<file path="config.mk">
export PLATFORM = sky130hd
export DESIGN_NAME = complex_add_sub_16_32
export DESIGN_NICKNAME = d
export VERILOG_FILES = /design/src/design/complex_add_sub_16_32_pkg.sv /design/src/design/complex_add_sub_16_32.sv /design/src/design/cplx_part_calc.sv
export VERILOG_INCLUDE_DIRS = /design/src /design/src/design
export SDC_FILE = /design/constraint.sdc
export NUM_CORES = 2
export LEC_CHECK = 0
export ABC_AREA = 0
export ABC_CLOCK_PERIOD_IN_PS = 12800
export BUFFER_PORTS_ARGS = -buffer_cell sky130_fd_sc_hd__buf_4
export CORE_MARGIN = 5
export CORE_UTILIZATION = 45
export DETAILED_ROUTE_END_ITERATION = 10
export SLEW_MARGIN = 0
export SYNTH_ARGS = -nofsm -noshare
export SYNTH_HDL_FRONTEND = slang
export SYNTH_SLANG_ARGS = --single-unit
</file>
<file path="constraint.sdc">
create_clock -name sys_clk_i -period 12.8 [get_ports sys_clk_i]
set_clock_uncertainty 0.15 [all_clocks]
set_input_delay 0.64 -clock sys_clk_i [delete_from_list [all_inputs] [get_ports sys_clk_i]]
set_output_delay 0.64 -clock sys_clk_i [all_outputs]
set_load 0.01 [all_outputs]
</file>
<file path="src/design/complex_add_sub_16_32_params.svh">
// constants for the complex add and subtract datapath
`ifndef COMPLEX_ADD_SUB_16_32_PARAMS_SVH
`define COMPLEX_ADD_SUB_16_32_PARAMS_SVH

`define CAS_ADD_LOAD_LSW 16'he3fa
`define CAS_SUB_LSW 16'he505
`define CAS_LSW_MSB 15
`define CAS_MSW_ZERO_MSB 31
`define CAS_MSW_ZERO_LSB 28
`define CAS_DEST_MSB 27
`define CAS_DEST_LSB 24
`define CAS_MEM_PTR_MSB 23
`define CAS_MEM_PTR_LSB 16

`define CAS_VREG_COUNT 9
`define CAS_VREG_LAST 4'h8
`define CAS_IDX_SRC_B_IMAG 4'h2
`define CAS_IDX_SRC_B_REAL 4'h3
`define CAS_IDX_SRC_A 4'h4
`define CAS_IDX_ADD_RESULT 4'h5
`define CAS_IDX_SUB_RESULT 4'h6
`define CAS_IDX_VREG_EIGHT 4'h8

`define CAS_WORD_RESET 32'h0000_0000
`define CAS_SAT_MAX 16'h7fff
`define CAS_SAT_MIN 16'h8000
`define CAS_RANGE_MAX 33'sh0_0000_7fff
`define CAS_RANGE_MIN 33'sh1_ffff_8000

`define CAS_STATUS_REAL_OVF_BIT 0
`define CAS_STATUS_IMAG_OVF_BIT 1
`define CAS_STATUS_PACK_BIT 2
`define CAS_STATUS_RND_BIT 3
`define CAS_STATUS_SAT_BIT 4
`define CAS_STATUS_SHL_LSB 8
`define CAS_STATUS_SHL_MSB 12
`define CAS_STATUS_SHR_LSB 16
`define CAS_STATUS_SHR_MSB 20

`endif

</file>
<file path="src/design/complex_add_sub_16_32_pkg.sv">
// types shared by the complex add and subtract datapath
package complex_add_sub_16_32_pkg;

    typedef struct packed {
        logic complex_pack_order;
        logic [4:0] left_shift_amount;
        logic [4:0] right_shift_amount;
        logic round_enable;
        logic saturate_enable;
    } settings_type;

    typedef struct packed {
        logic enable;
        logic [3:0] index;
        logic [31:0] data;
    } reg_write_type;

    typedef enum logic [2:0] {
        OP_NONE = 3'b001,
        OP_ADD_LOAD = 3'b010,
        OP_SUB = 3'b100
    } op_type;

endpackage : complex_add_sub_16_32_pkg

</file>
<file path="src/design/complex_add_sub_16_32.sv">
// complex add-with-load and subtract datapath with its vector register file
`timescale 1ns/1ns
`include "complex_add_sub_16_32_params.svh"

// Contract
// - First operand is one register: 16-bit real half and 16-bit imaginary half.
// - Second operand: 32-bit signed real and imaginary registers.
// - First operand halves sign-extended to 32 bits, shifted left.
// - Add: 32-bit sum of shifted half and second operand part.
// - Subtract: 32-bit difference, shifted half minus second operand part.
// - Result shifted right; round when enabled, else truncate.
// - Saturate to signed 16 bits when enabled, else keep low 16 bits.
// - Add-with-load writes packed result into the add result register.
// - Subtract writes packed result into the subtract result register.
// - Add-with-load sets real overflow flag on real-part overflow.
// - Add-with-load sets imaginary overflow flag on imaginary-part overflow.
// - Subtract sets real and imaginary overflow flags likewise.
// - Add-with-load also loads one memory word into the load destination, unless it is register 5, 8 or unmapped.
// - Add-with-load recognised by low word and zero top nibble; rest of high word holds destination, pointer.
// - Subtract recognised by its fixed single low word.
// - Add and parallel load complete in one cycle.
// - Subtract completes in one cycle; results visible to next instruction.
module complex_add_sub_16_32
    import complex_add_sub_16_32_pkg::*;
(
    input wire logic sys_clk_i,
    input wire logic reset_n_i,
    input wire logic issue_valid_i,
    input wire logic [31:0] instr_word_i,
    input wire logic [31:0] mem_word_i,
    input wire settings_type settings_i,
    input wire logic flag_clear_i,
    input wire reg_write_type reg_write_i,
    input wire logic [3:0] read_index_i,
    output logic [31:0] read_data_o,
    output logic [31:0] add_result_o,
    output logic [31:0] sub_result_o,
    output logic [31:0] vector_status_o,
    output logic real_overflow_flag_o,
    output logic imag_overflow_flag_o,
    output logic op_done_o,
    output logic illegal_op_o,
    output logic load_dropped_o
);

    typedef struct packed {
        logic [`CAS_VREG_COUNT-1:0][31:0] vreg;
        logic [31:0] read_data;
        logic [31:0] vector_status_reg;
        logic done;
        logic illegal;
        logic load_dropped;
    } state_type;

    state_type state_reg;
    state_type state_next;

    op_type op;
    logic [31:0] src_a_packed;
    logic [15:0] src_a_high_half;
    logic [15:0] src_a_low_half;
    logic [15:0] a_real_half;
    logic [15:0] a_imag_half;
    logic [31:0] src_b_real;
    logic [31:0] src_b_imag;
    logic [15:0] real_result;
    logic [15:0] imag_result;
    logic real_overflow;
    logic imag_overflow;
    logic [31:0] packed_result;
    logic [3:0] load_dest_reg;
    logic [7:0] mem_operand_ptr;
    logic real_flag;
    logic imag_flag;

    function automatic op_type decode_op(input logic [31:0] word);
        logic [15:0] low_word;
        low_word = word[`CAS_LSW_MSB:0];
        // low word plus zero top nibble
        if ((low_word == `CAS_ADD_LOAD_LSW) &&
            (word[`CAS_MSW_ZERO_MSB:`CAS_MSW_ZERO_LSB] == 4'h0)) begin
            decode_op = OP_ADD_LOAD;
        end else if (low_word == `CAS_SUB_LSW) begin
            decode_op = OP_SUB;
        end else begin
            decode_op = OP_NONE;
        end
    endfunction : decode_op

    function automatic logic index_exists(input logic [3:0] index);
        index_exists = (index <= `CAS_VREG_LAST);
    endfunction : index_exists

    function automatic logic [31:0] pack_halves(
        input logic order,
        input logic [15:0] real_part,
        input logic [15:0] imag_part
    );
        if (order) begin
            pack_halves = {imag_part, real_part};
        end else begin
            pack_halves = {real_part, imag_part};
        end
    endfunction : pack_halves

    assign op = issue_valid_i ? decode_op(instr_word_i) : OP_NONE;

    assign src_a_packed = state_reg.vreg[`CAS_IDX_SRC_A];
    assign src_a_high_half = src_a_packed[31:16];
    assign src_a_low_half = src_a_packed[15:0];

    assign a_real_half = settings_i.complex_pack_order ? src_a_low_half : src_a_high_half;
    assign a_imag_half = settings_i.complex_pack_order ? src_a_high_half : src_a_low_half;

    assign src_b_real = state_reg.vreg[`CAS_IDX_SRC_B_REAL];
    assign src_b_imag = state_reg.vreg[`CAS_IDX_SRC_B_IMAG];

    assign load_dest_reg = instr_word_i[`CAS_DEST_MSB:`CAS_DEST_LSB];
    assign mem_operand_ptr = instr_word_i[`CAS_MEM_PTR_MSB:`CAS_MEM_PTR_LSB];

    cplx_part_calc real_calc (
        .half_i(a_real_half),
        .other_i(src_b_real),
        .subtract_i(op == OP_SUB),
        .settings_i(settings_i),
        .result_o(real_result),
        .overflow_o(real_overflow)
    );

    cplx_part_calc imag_calc (
        .half_i(a_imag_half),
        .other_i(src_b_imag),
        .subtract_i(op == OP_SUB),
        .settings_i(settings_i),
        .result_o(imag_result),
        .overflow_o(imag_overflow)
    );

    assign packed_result = pack_halves(settings_i.complex_pack_order, real_result, imag_result);

    always_comb begin
        state_next = state_reg;
        state_next.done = 1'b0;
        state_next.illegal = 1'b0;
        state_next.load_dropped = 1'b0;
        real_flag = state_reg.vector_status_reg[`CAS_STATUS_REAL_OVF_BIT];
        imag_flag = state_reg.vector_status_reg[`CAS_STATUS_IMAG_OVF_BIT];

        // clear first so a same-cycle overflow still leaves the flag set
        if (flag_clear_i) begin
            real_flag = 1'b0;
            imag_flag = 1'b0;
        end

        case (op)
            OP_ADD_LOAD: begin
                // result, flags and load in one edge
                state_next.done = 1'b1;
                state_next.vreg[`CAS_IDX_ADD_RESULT] = packed_result;
                real_flag = real_flag | real_overflow;
                imag_flag = imag_flag | imag_overflow;
                if (!index_exists(load_dest_reg) ||
                    (load_dest_reg == `CAS_IDX_ADD_RESULT) ||
                    (load_dest_reg == `CAS_IDX_VREG_EIGHT)) begin
                    state_next.load_dropped = 1'b1;
                end else begin
                    state_next.vreg[load_dest_reg] = mem_word_i;
                end
            end
            OP_SUB: begin
                state_next.done = 1'b1;
                state_next.vreg[`CAS_IDX_SUB_RESULT] = packed_result;
                real_flag = real_flag | real_overflow;
                imag_flag = imag_flag | imag_overflow;
            end
            OP_NONE: begin
                state_next.illegal = issue_valid_i;
                // host writes only land in cycles with no instruction retiring
                if (reg_write_i.enable && index_exists(reg_write_i.index)) begin
                    state_next.vreg[reg_write_i.index] = reg_write_i.data;
                end
            end
            default: begin
                state_next.illegal = issue_valid_i;
            end
        endcase

        state_next.vector_status_reg = `CAS_WORD_RESET;
        state_next.vector_status_reg[`CAS_STATUS_REAL_OVF_BIT] = real_flag;
        state_next.vector_status_reg[`CAS_STATUS_IMAG_OVF_BIT] = imag_flag;
        state_next.vector_status_reg[`CAS_STATUS_PACK_BIT] = settings_i.complex_pack_order;
        state_next.vector_status_reg[`CAS_STATUS_RND_BIT] = settings_i.round_enable;
        state_next.vector_status_reg[`CAS_STATUS_SAT_BIT] = settings_i.saturate_enable;
        state_next.vector_status_reg[`CAS_STATUS_SHL_MSB:`CAS_STATUS_SHL_LSB] =
            settings_i.left_shift_amount;
        state_next.vector_status_reg[`CAS_STATUS_SHR_MSB:`CAS_STATUS_SHR_LSB] =
            settings_i.right_shift_amount;

        // read shows the file before this edge; unmapped indexes read zero
        if (index_exists(read_index_i)) begin
            state_next.read_data = state_reg.vreg[read_index_i];
        end else begin
            state_next.read_data = `CAS_WORD_RESET;
        end
    end

    always_ff @(posedge sys_clk_i or negedge reset_n_i) begin
        if (!reset_n_i) begin
            state_reg <= '0;
        end else begin
            state_reg <= state_next;
        end
    end

    assign read_data_o = state_reg.read_data;
    assign add_result_o = state_reg.vreg[`CAS_IDX_ADD_RESULT];
    assign sub_result_o = state_reg.vreg[`CAS_IDX_SUB_RESULT];
    assign vector_status_o = state_reg.vector_status_reg;
    assign real_overflow_flag_o = state_reg.vector_status_reg[`CAS_STATUS_REAL_OVF_BIT];
    assign imag_overflow_flag_o = state_reg.vector_status_reg[`CAS_STATUS_IMAG_OVF_BIT];
    assign op_done_o = state_reg.done;
    assign illegal_op_o = state_reg.illegal;
    assign load_dropped_o = state_reg.load_dropped;

endmodule : complex_add_sub_16_32

</file>
<file path="src/design/cplx_part_calc.sv">
// one part (real or imaginary) of the complex 16 plus or minus 32 datapath
`timescale 1ns/1ns
`include "complex_add_sub_16_32_params.svh"

module cplx_part_calc
    import complex_add_sub_16_32_pkg::*;
(
    input wire logic [15:0] half_i,
    input wire logic [31:0] other_i,
    input wire logic subtract_i,
    input wire settings_type settings_i,
    output logic [15:0] result_o,
    output logic overflow_o
);

    logic [31:0] extended;
    logic [31:0] shifted;
    logic [31:0] combined;
    logic signed [32:0] widened;
    logic signed [32:0] scaled;
    logic [4:0] round_pos;

    always_comb begin
        round_pos = settings_i.right_shift_amount - 5'd1;
        extended = {{16{half_i[15]}}, half_i};
        shifted = extended << settings_i.left_shift_amount;
        if (subtract_i) begin
            combined = shifted - other_i;
        end else begin
            combined = shifted + other_i;
        end
        // one spare bit so the rounding increment cannot wrap
        widened = $signed({combined[31], combined});
        if (settings_i.round_enable && (settings_i.right_shift_amount != 5'd0)) begin
            widened = widened + (33'sd1 <<< round_pos);
        end
        scaled = widened >>> settings_i.right_shift_amount;
        overflow_o = (scaled > `CAS_RANGE_MAX) || (scaled < `CAS_RANGE_MIN);
        if (settings_i.saturate_enable && overflow_o) begin
            result_o = scaled[32] ? `CAS_SAT_MIN : `CAS_SAT_MAX;
        end else begin
            result_o = scaled[15:0];
        end
    end

endmodule : cplx_part_calc

</file>
# Word-level counts from Yosys, hierarchy flattened
# Index checks and enable logic that the tools add are counted.
dict set report totals {
  elab_cells 105
  out_inout_bits 133
  register_bits 338
}
dict set report op_classes {
  reduce_logical 20
  add_sub_neg 7
  eq_ne 9
  shift 5
  mux 36
  bitwise_logic 2
  n_lt_le_gt_ge 12
}
# op count
set ops {}
lappend ops {{288-bit bitwise mux} 2}
lappend ops {{288-bit two-way mux} 2}
lappend ops {{192-bit one-hot mux with 2 select lines} 1}
lappend ops {{32-bit demux with 4-bit select} 2}
lappend ops {{32-bit two-way mux} 7}
lappend ops {{32-bit binary-select mux with 4-bit select} 1}
lappend ops {{64-bit one-hot mux with 2 select lines} 1}
lappend ops {{16-bit two-way mux} 6}
lappend ops {{32-bit one-hot mux with 3 select lines} 1}
lappend ops {{32-bit by 33-bit adder with 33-bit output} 2}
lappend ops {{33-bit by 16-bit > comparator with 1-bit output (second input constant)} 2}
lappend ops {{33-bit by 16-bit < comparator with 1-bit output (second input constant)} 2}
lappend ops {{33-bit two-way mux} 2}
lappend ops {{33-bit by 5-bit >>> shifter with 33-bit output} 2}
lappend ops {{32-bit adder} 2}
lappend ops {{32-bit by 5-bit << shifter with 32-bit output} 2}
lappend ops {{32-bit subtractor} 2}
lappend ops {{2-bit by 5-bit <<< shifter with 33-bit output (first input constant)} 1}
lappend ops {{16-bit equality test (second input constant)} 2}
lappend ops {{4-bit by 5-bit < comparator with 1-bit output (second input constant)} 3}
lappend ops {{4-bit less-or-equal comparator (second input constant)} 3}
lappend ops {{3-bit two-way mux} 3}
lappend ops {{4-bit by 1-bit >= comparator with 1-bit output (second input constant)} 2}
lappend ops {{1-bit two-way mux} 8}
lappend ops {{18 further kinds} 30}

# Longest topological paths before layout
dict set report logic_depth {
  word_depth 17
  mapped_depth 42
  ltp_nobuf 35
}

# By module
# From an unflattened synthesis, not the netlist that was laid out.
dict set report hier_totals {
  hier_cells 4643
  area_unflattened_um2 37868.8
}
# module area_per_inst_um2 cells_each n_inst seq_area_each_um2
set by_module_without_submodules {}
lappend by_module_without_submodules {complex_add_sub_16_32 19587.5 1989 1 8458.1}
lappend by_module_without_submodules {{cplx_part_calc at imag_calc} 9147.5 1327 1 0.0}
lappend by_module_without_submodules {{cplx_part_calc at real_calc} 9133.8 1327 1 0.0}

# Least setup slack after synthesis
# OpenSTA, ideal clock, no wires.
dict set report synth_path {
  path_type {input port to flip-flop}
  startpoint {input port settings_i[7] (netlist name)}
  endpoint {register state_reg, in the netlist add_result_o[13]}
  setup_slack_ns 3.351
  path_buffers 8
  required_time_ns 12.524
  arrival_time_ns 9.173
  path_stages 38
  setup_ns 0.126
  path_cell_list {buf_2 -> buf_2 -> buf_1 -> clkbuf_1 -> mux4_2 -> mux2i_1 -> nor2_1 -> a31oi_1 -> nor2_1 -> a31oi_1 -> nor2_1 -> ha_1 -> clkbuf_1 -> a21oi_1 -> o21a_1 -> o21ai_0 -> or4_1 -> o211ai_1 -> (+2 left out) -> clkbuf_1 -> a211oi_1 -> nand2b_1 -> a2111oi_0 -> nor2_1 -> a21oi_1 -> mux2i_1 -> nor4_1 -> o22ai_1 -> a221o_1 -> o2111a_1 -> o21ai_0 -> o31a_1 -> and2_1 -> clkbuf_1 -> clkbuf_1 -> o22ai_1 -> a221o_1}
}
dict set report synth_between {
  elab_chain_cells 14
}
# item line_no
set synth_rtl {}
lappend synth_rtl {{start, declared} complex_add_sub_16_32.sv:31} ;# input wire settings_type settings_i,
lappend synth_rtl {{32-bit by 5-bit << shifter with 32-bit output} cplx_part_calc.sv:26} ;# shifted = extended << settings_i.left_shift_amount;
lappend synth_rtl {{32-bit adder or 32-bit subtractor (tied branches)} {cplx_part_calc.sv:30, cplx_part_calc.sv:28}}
lappend synth_rtl {{32-bit two-way mux} cplx_part_calc.sv:27} ;# if (subtract_i) begin
lappend synth_rtl {{32-bit by 33-bit adder with 33-bit output} cplx_part_calc.sv:35} ;# widened = widened + (33'sd1 <<< round_pos);
lappend synth_rtl {{33-bit two-way mux} cplx_part_calc.sv:34} ;# if (settings_i.round_enable && (settings_i.right_shift_amount != 5'd0)) begin
lappend synth_rtl {{33-bit by 5-bit >>> shifter with 33-bit output} cplx_part_calc.sv:37} ;# scaled = widened >>> settings_i.right_shift_amount;
lappend synth_rtl {{33-bit by 16-bit > comparator with 1-bit output (no line) or 33-bit by 16-bit < comparator with 1-bit output (tied branches)} -}
lappend synth_rtl {{1-bit logical OR} cplx_part_calc.sv:38} ;# overflow_o = (scaled > `CAS_RANGE_MAX) || (scaled < `CAS_RANGE_MIN);
lappend synth_rtl {{1-bit logical AND} cplx_part_calc.sv:39} ;# if (settings_i.saturate_enable && overflow_o) begin
lappend synth_rtl {{16-bit two-way mux} cplx_part_calc.sv:39}
lappend synth_rtl {{32-bit two-way mux (*)} complex_add_sub_16_32.sv:99} ;# if (order) begin
lappend synth_rtl {{288-bit bitwise mux} complex_add_sub_16_32.sv:167} ;# state_next.vreg[load_dest_reg] = mem_word_i;
lappend synth_rtl {{288-bit two-way mux (*)} complex_add_sub_16_32.sv:162} ;# if (!index_exists(load_dest_reg) ||
lappend synth_rtl {{192-bit one-hot mux with 2 select lines (*)} complex_add_sub_16_32.sv:155} ;# case (op)
lappend synth_rtl {{end signal, assigned} complex_add_sub_16_32.sv:211} ;# state_reg <= state_next;
lappend synth_rtl {{end, declared} complex_add_sub_16_32.sv:55} ;# state_type state_reg;
# Mark *: on every way between the ends. The rest lies on a longest branch, timed or not. The select of a mux whose other input is x is not followed.
# A chain may end at the register's enable or synchronous reset.

# Final worst setup path
dict set report layout_path {
  startpoint {register state_reg, in the netlist src_b_imag[0]}
  endpoint {register state_reg, in the netlist add_result_o[27]}
}
dict set report layout_between {
  elab_chain_cells 13
}
# item line_no
set layout_rtl {}
lappend layout_rtl {{32-bit adder or 32-bit subtractor (tied branches)} {cplx_part_calc.sv:30, cplx_part_calc.sv:28}}
lappend layout_rtl {{32-bit two-way mux (*)} cplx_part_calc.sv:27}
lappend layout_rtl {{32-bit by 33-bit adder with 33-bit output} cplx_part_calc.sv:35}
lappend layout_rtl {{33-bit two-way mux (*)} cplx_part_calc.sv:34}
lappend layout_rtl {{33-bit by 5-bit >>> shifter with 33-bit output (*)} cplx_part_calc.sv:37}
lappend layout_rtl {{33-bit by 16-bit > comparator with 1-bit output (no line) or 33-bit by 16-bit < comparator with 1-bit output (tied branches)} -}
lappend layout_rtl {{1-bit logical OR} cplx_part_calc.sv:38}
lappend layout_rtl {{1-bit logical AND} cplx_part_calc.sv:39}
lappend layout_rtl {{16-bit two-way mux (*)} cplx_part_calc.sv:39}
lappend layout_rtl {{32-bit two-way mux (*)} complex_add_sub_16_32.sv:99}
lappend layout_rtl {{288-bit bitwise mux} complex_add_sub_16_32.sv:167}
lappend layout_rtl {{288-bit two-way mux (*)} complex_add_sub_16_32.sv:162}
lappend layout_rtl {{192-bit one-hot mux with 2 select lines (*)} complex_add_sub_16_32.sv:155}
# Marks and branches as above.

==> summary.txt <==
Final wirelength: 177,000 microns
Crit. End Element: flip-flop
Fmax: 89.1 MHz
Worst Hold Class: input pin to async pin
WP data required: 13.03 ns
Max_cap viols: 0
Layout cells sized above 1: 13.4%
Yosys warnings: 0
Least-Margin Pin Slew: 1.28 ns
Boundary Pins: 255
Largest net degree at the start of global routing: 140
Critical Path Source Type: flip-flop
CTS tree: done
Largest cells by area after synthesis: dfrtp_1, nand2_1, o21ai_0, mux4_2, a21oi_1
Reg2Reg Depth: 35
Area of the core: 0.0820 sq mm
Grt ovf: 0
Worst VDD drop: 0.0000898 V
TNS Setup: 0 ns
Worst r2r src: src_b_imag[0]
Sequential cell area: 0.00846 sq mm
Drt pass-1 iters: 7
Multi-input gate area: 0.0261 sq mm
Die Y: 297 microns
Max reg flops: 128
Crit-path max cell delay: 0.77 ns
Hold slack final: -0.00654 ns
Clock root cell: clkbuf_16
Iter 0 DRT Violations: 5,445
Status: complete, but fails checks
Async SR Flop Fraction: 100%
Unrepaired setup endpoints after global routing: false
Synth Instances: 4,786
Port Buffers: 229
Hold Buf Count CTS: 0
GRT Util Overall: 37.8%
Initial Util: 45.3%
Vias: 40.1k
# clock sinks: 338
Die footprint: 0.0884 sq mm
Antenna viol nets, final: 0
Crit share post-route: 87.7%
Post-cts sizing count: 0
Hold Fails Final Rpt: 2
Worst skew pair latency: 0.58 ns
Gpl congestion: 1.03
Post-synth EDFFs: 0
Most frequent cells in the layout: nand2_1, o21ai_0, nor2_1
Initial antenna violation count: 7
Post-CTS setup buffer count: 0
Netlist cell types: 101
Total CTS buffers: 38
First-pass GRT wire length: 256,000 microns
Hpwl dp: 134,000 microns
Fin util: 48.5%
#FFs+latches synth: 338
Pins over their slew limit: 0
Slowest stage cell, crit path: a221oi_2
Pwr dens: 155 mW/mm^2
Syn Area/Cell: 7.76 sq um
Via density: 7.01
Synth area leader: dfrtp_1
Clock-pin slew of the registers on the worst-case setup and hold paths: 0.06 ns
Synth top area share: 22.8%
Worst flop-to-flop path endpoint: add_result_o[27]
Crit path DAT: 11.45 ns
Failing checks: hold timing
Post-synth top flop: dfrtp_1
Fill count: 8,277
Vias in the first global route: 36.9k
Register area share after synthesis: 22.8%
Pleak: 16.4 nW
# rows: 105
Crit Path Class: flip-flop to flip-flop
Final setup viols: 0
Crit path time final: 11.22 ns
Worst slew margin: 12.3%
Post-Synthesis Cell Area: 0.0371 sq mm
H-tree depth: 2
Nets: 4,877
Critical-path maximum fanout: 10
Clock Tree Buf Depth: 3
Area Overhead vs Synth: 7.15%
Avg WL per Cell: 30.9 microns
R2R Setup Slk: 1.58 ns
Most common cell after layout, fill and taps aside: nand2_1
DIE WIDTH: 297 microns
Worst Setup SP: src_b_imag[0]
DRC errors left: 0
Crit path to: add_result_o[27]
critical path: cells and delay by family (launching register included):
kind | cells | cell delay [ns]
muxes | 1 | 0.34
AOI/OAI and AO/OA | 17 | 6.14
xor gates and xnor gates | 1 | 0.10
and+or+nand+nor | 11 | 2.41
adders and majority gates | 3 | 1.05
DFF | 1 | 0.55
buffers and inverters | 2 | 0.26
synth_stat cells, types with 17 or more instances:
cell	count
nand2b_1	35
a22oi_1	48
nand4_1	63
o221ai_1	21
nand2_1	618
buf_4	129
o31ai_1	41
dfrtp_1	338
and2_1	25
a211oi_1	79
or4_1	20
ha_1	128
nand3_1	86
and3_1	80
mux2i_1	168
clkbuf_1	347
buf_1	51
o211ai_1	65
o21bai_1	17
o21ai_0	453
mux4_2	100
inv_1	71
or2_2	21
xor2_1	82
nor4_1	29
nor2_1	380
mux2_2	63
a31oi_1	47
a21o_1	49
a32oi_1	164
o22ai_1	50
xnor2_1	69
nor3_1	84
o21a_1	34
or3_1	48
a21oi_1	368
worst min-delay path by stage:
stage	startpoint	to	slack, ns	depth (start not counted)
floorplan	reset_n_i	add_result_o[0]	0.19	0
global placement	state_reg[295]	state_reg[295]	0.31	2
detailed placement	state_reg[333]	read_data_o[10]	0.31	2
CTS	reset_n_i	state_reg[336]	0.06	1
global route	reset_n_i	state_reg[80]	0.1	1
finish	reset_n_i	state_reg[80]	-0.007	1
power breakdown:
part / internal, mW / switching, mW
registers: 1.15 / 0.112
clock network: 0.651 / 0.486
logic: 1.25 / 2.51
total: 3.05 / 3.11
routing by layer:
metal	routed length [microns]	up-vias	share of wire, %	GRT usage [%]
li1	-	17600	-	-
met1	69000	19400	39	50.2
met2	75800	2565	43	57.4
met3	18600	581	11	7.49
met4	13300	2	7.5	22.5
met5	15	-	0.0085	0
metrics by stage:
step | instances | total power [mW] | worst slack [ns] | cell area, sq um
2_1_floorplan | 4802 | 3.73 | 3.35 | 37200
3_3_place_gp | 5653 | 4.88 | 1.55 | 38500
3_5_place_dp | 5653 | 4.89 | 1.48 | 38500
4_1_cts | 5720 | 6.03 | 1.92 | 39800
5_1_grt | 5720 | 6.45 | 0.953 | 39800
6_report | 5722 | 6.16 | 1.58 | 39800
cell families (layout without fill, tap and decap cells):
kind of cell | count (synthesis) | after routing | share of synthesized area, %
compound gates | 1671 | 1671 | 29.7
simple gates | 1546 | 1546 | 19.1
buf+inv | 611 | 459 | 7.54
flops | 338 | 338 | 22.8
mux | 331 | 331 | 12.5
xor+xnor | 156 | 156 | 3.83
fa+ha+maj | 132 | 132 | 4.53
other cells | 1 | 19 | 0.0101
final cells by class:
class | instances | area share, %
Multi-Input combinational cell | 3853 | 65.5
Sequential cell | 338 | 21.3
Timing Repair Buffer | 316 | 6.01
Tap cell | 1070 | 3.36
Clock buffer | 58 | 2.83
Inverter | 76 | 0.717
Clock inverter | 9 | 0.333
Antenna cell | 2 | 0.0126
No activity file was read; power rests on OpenSTA's default activity.
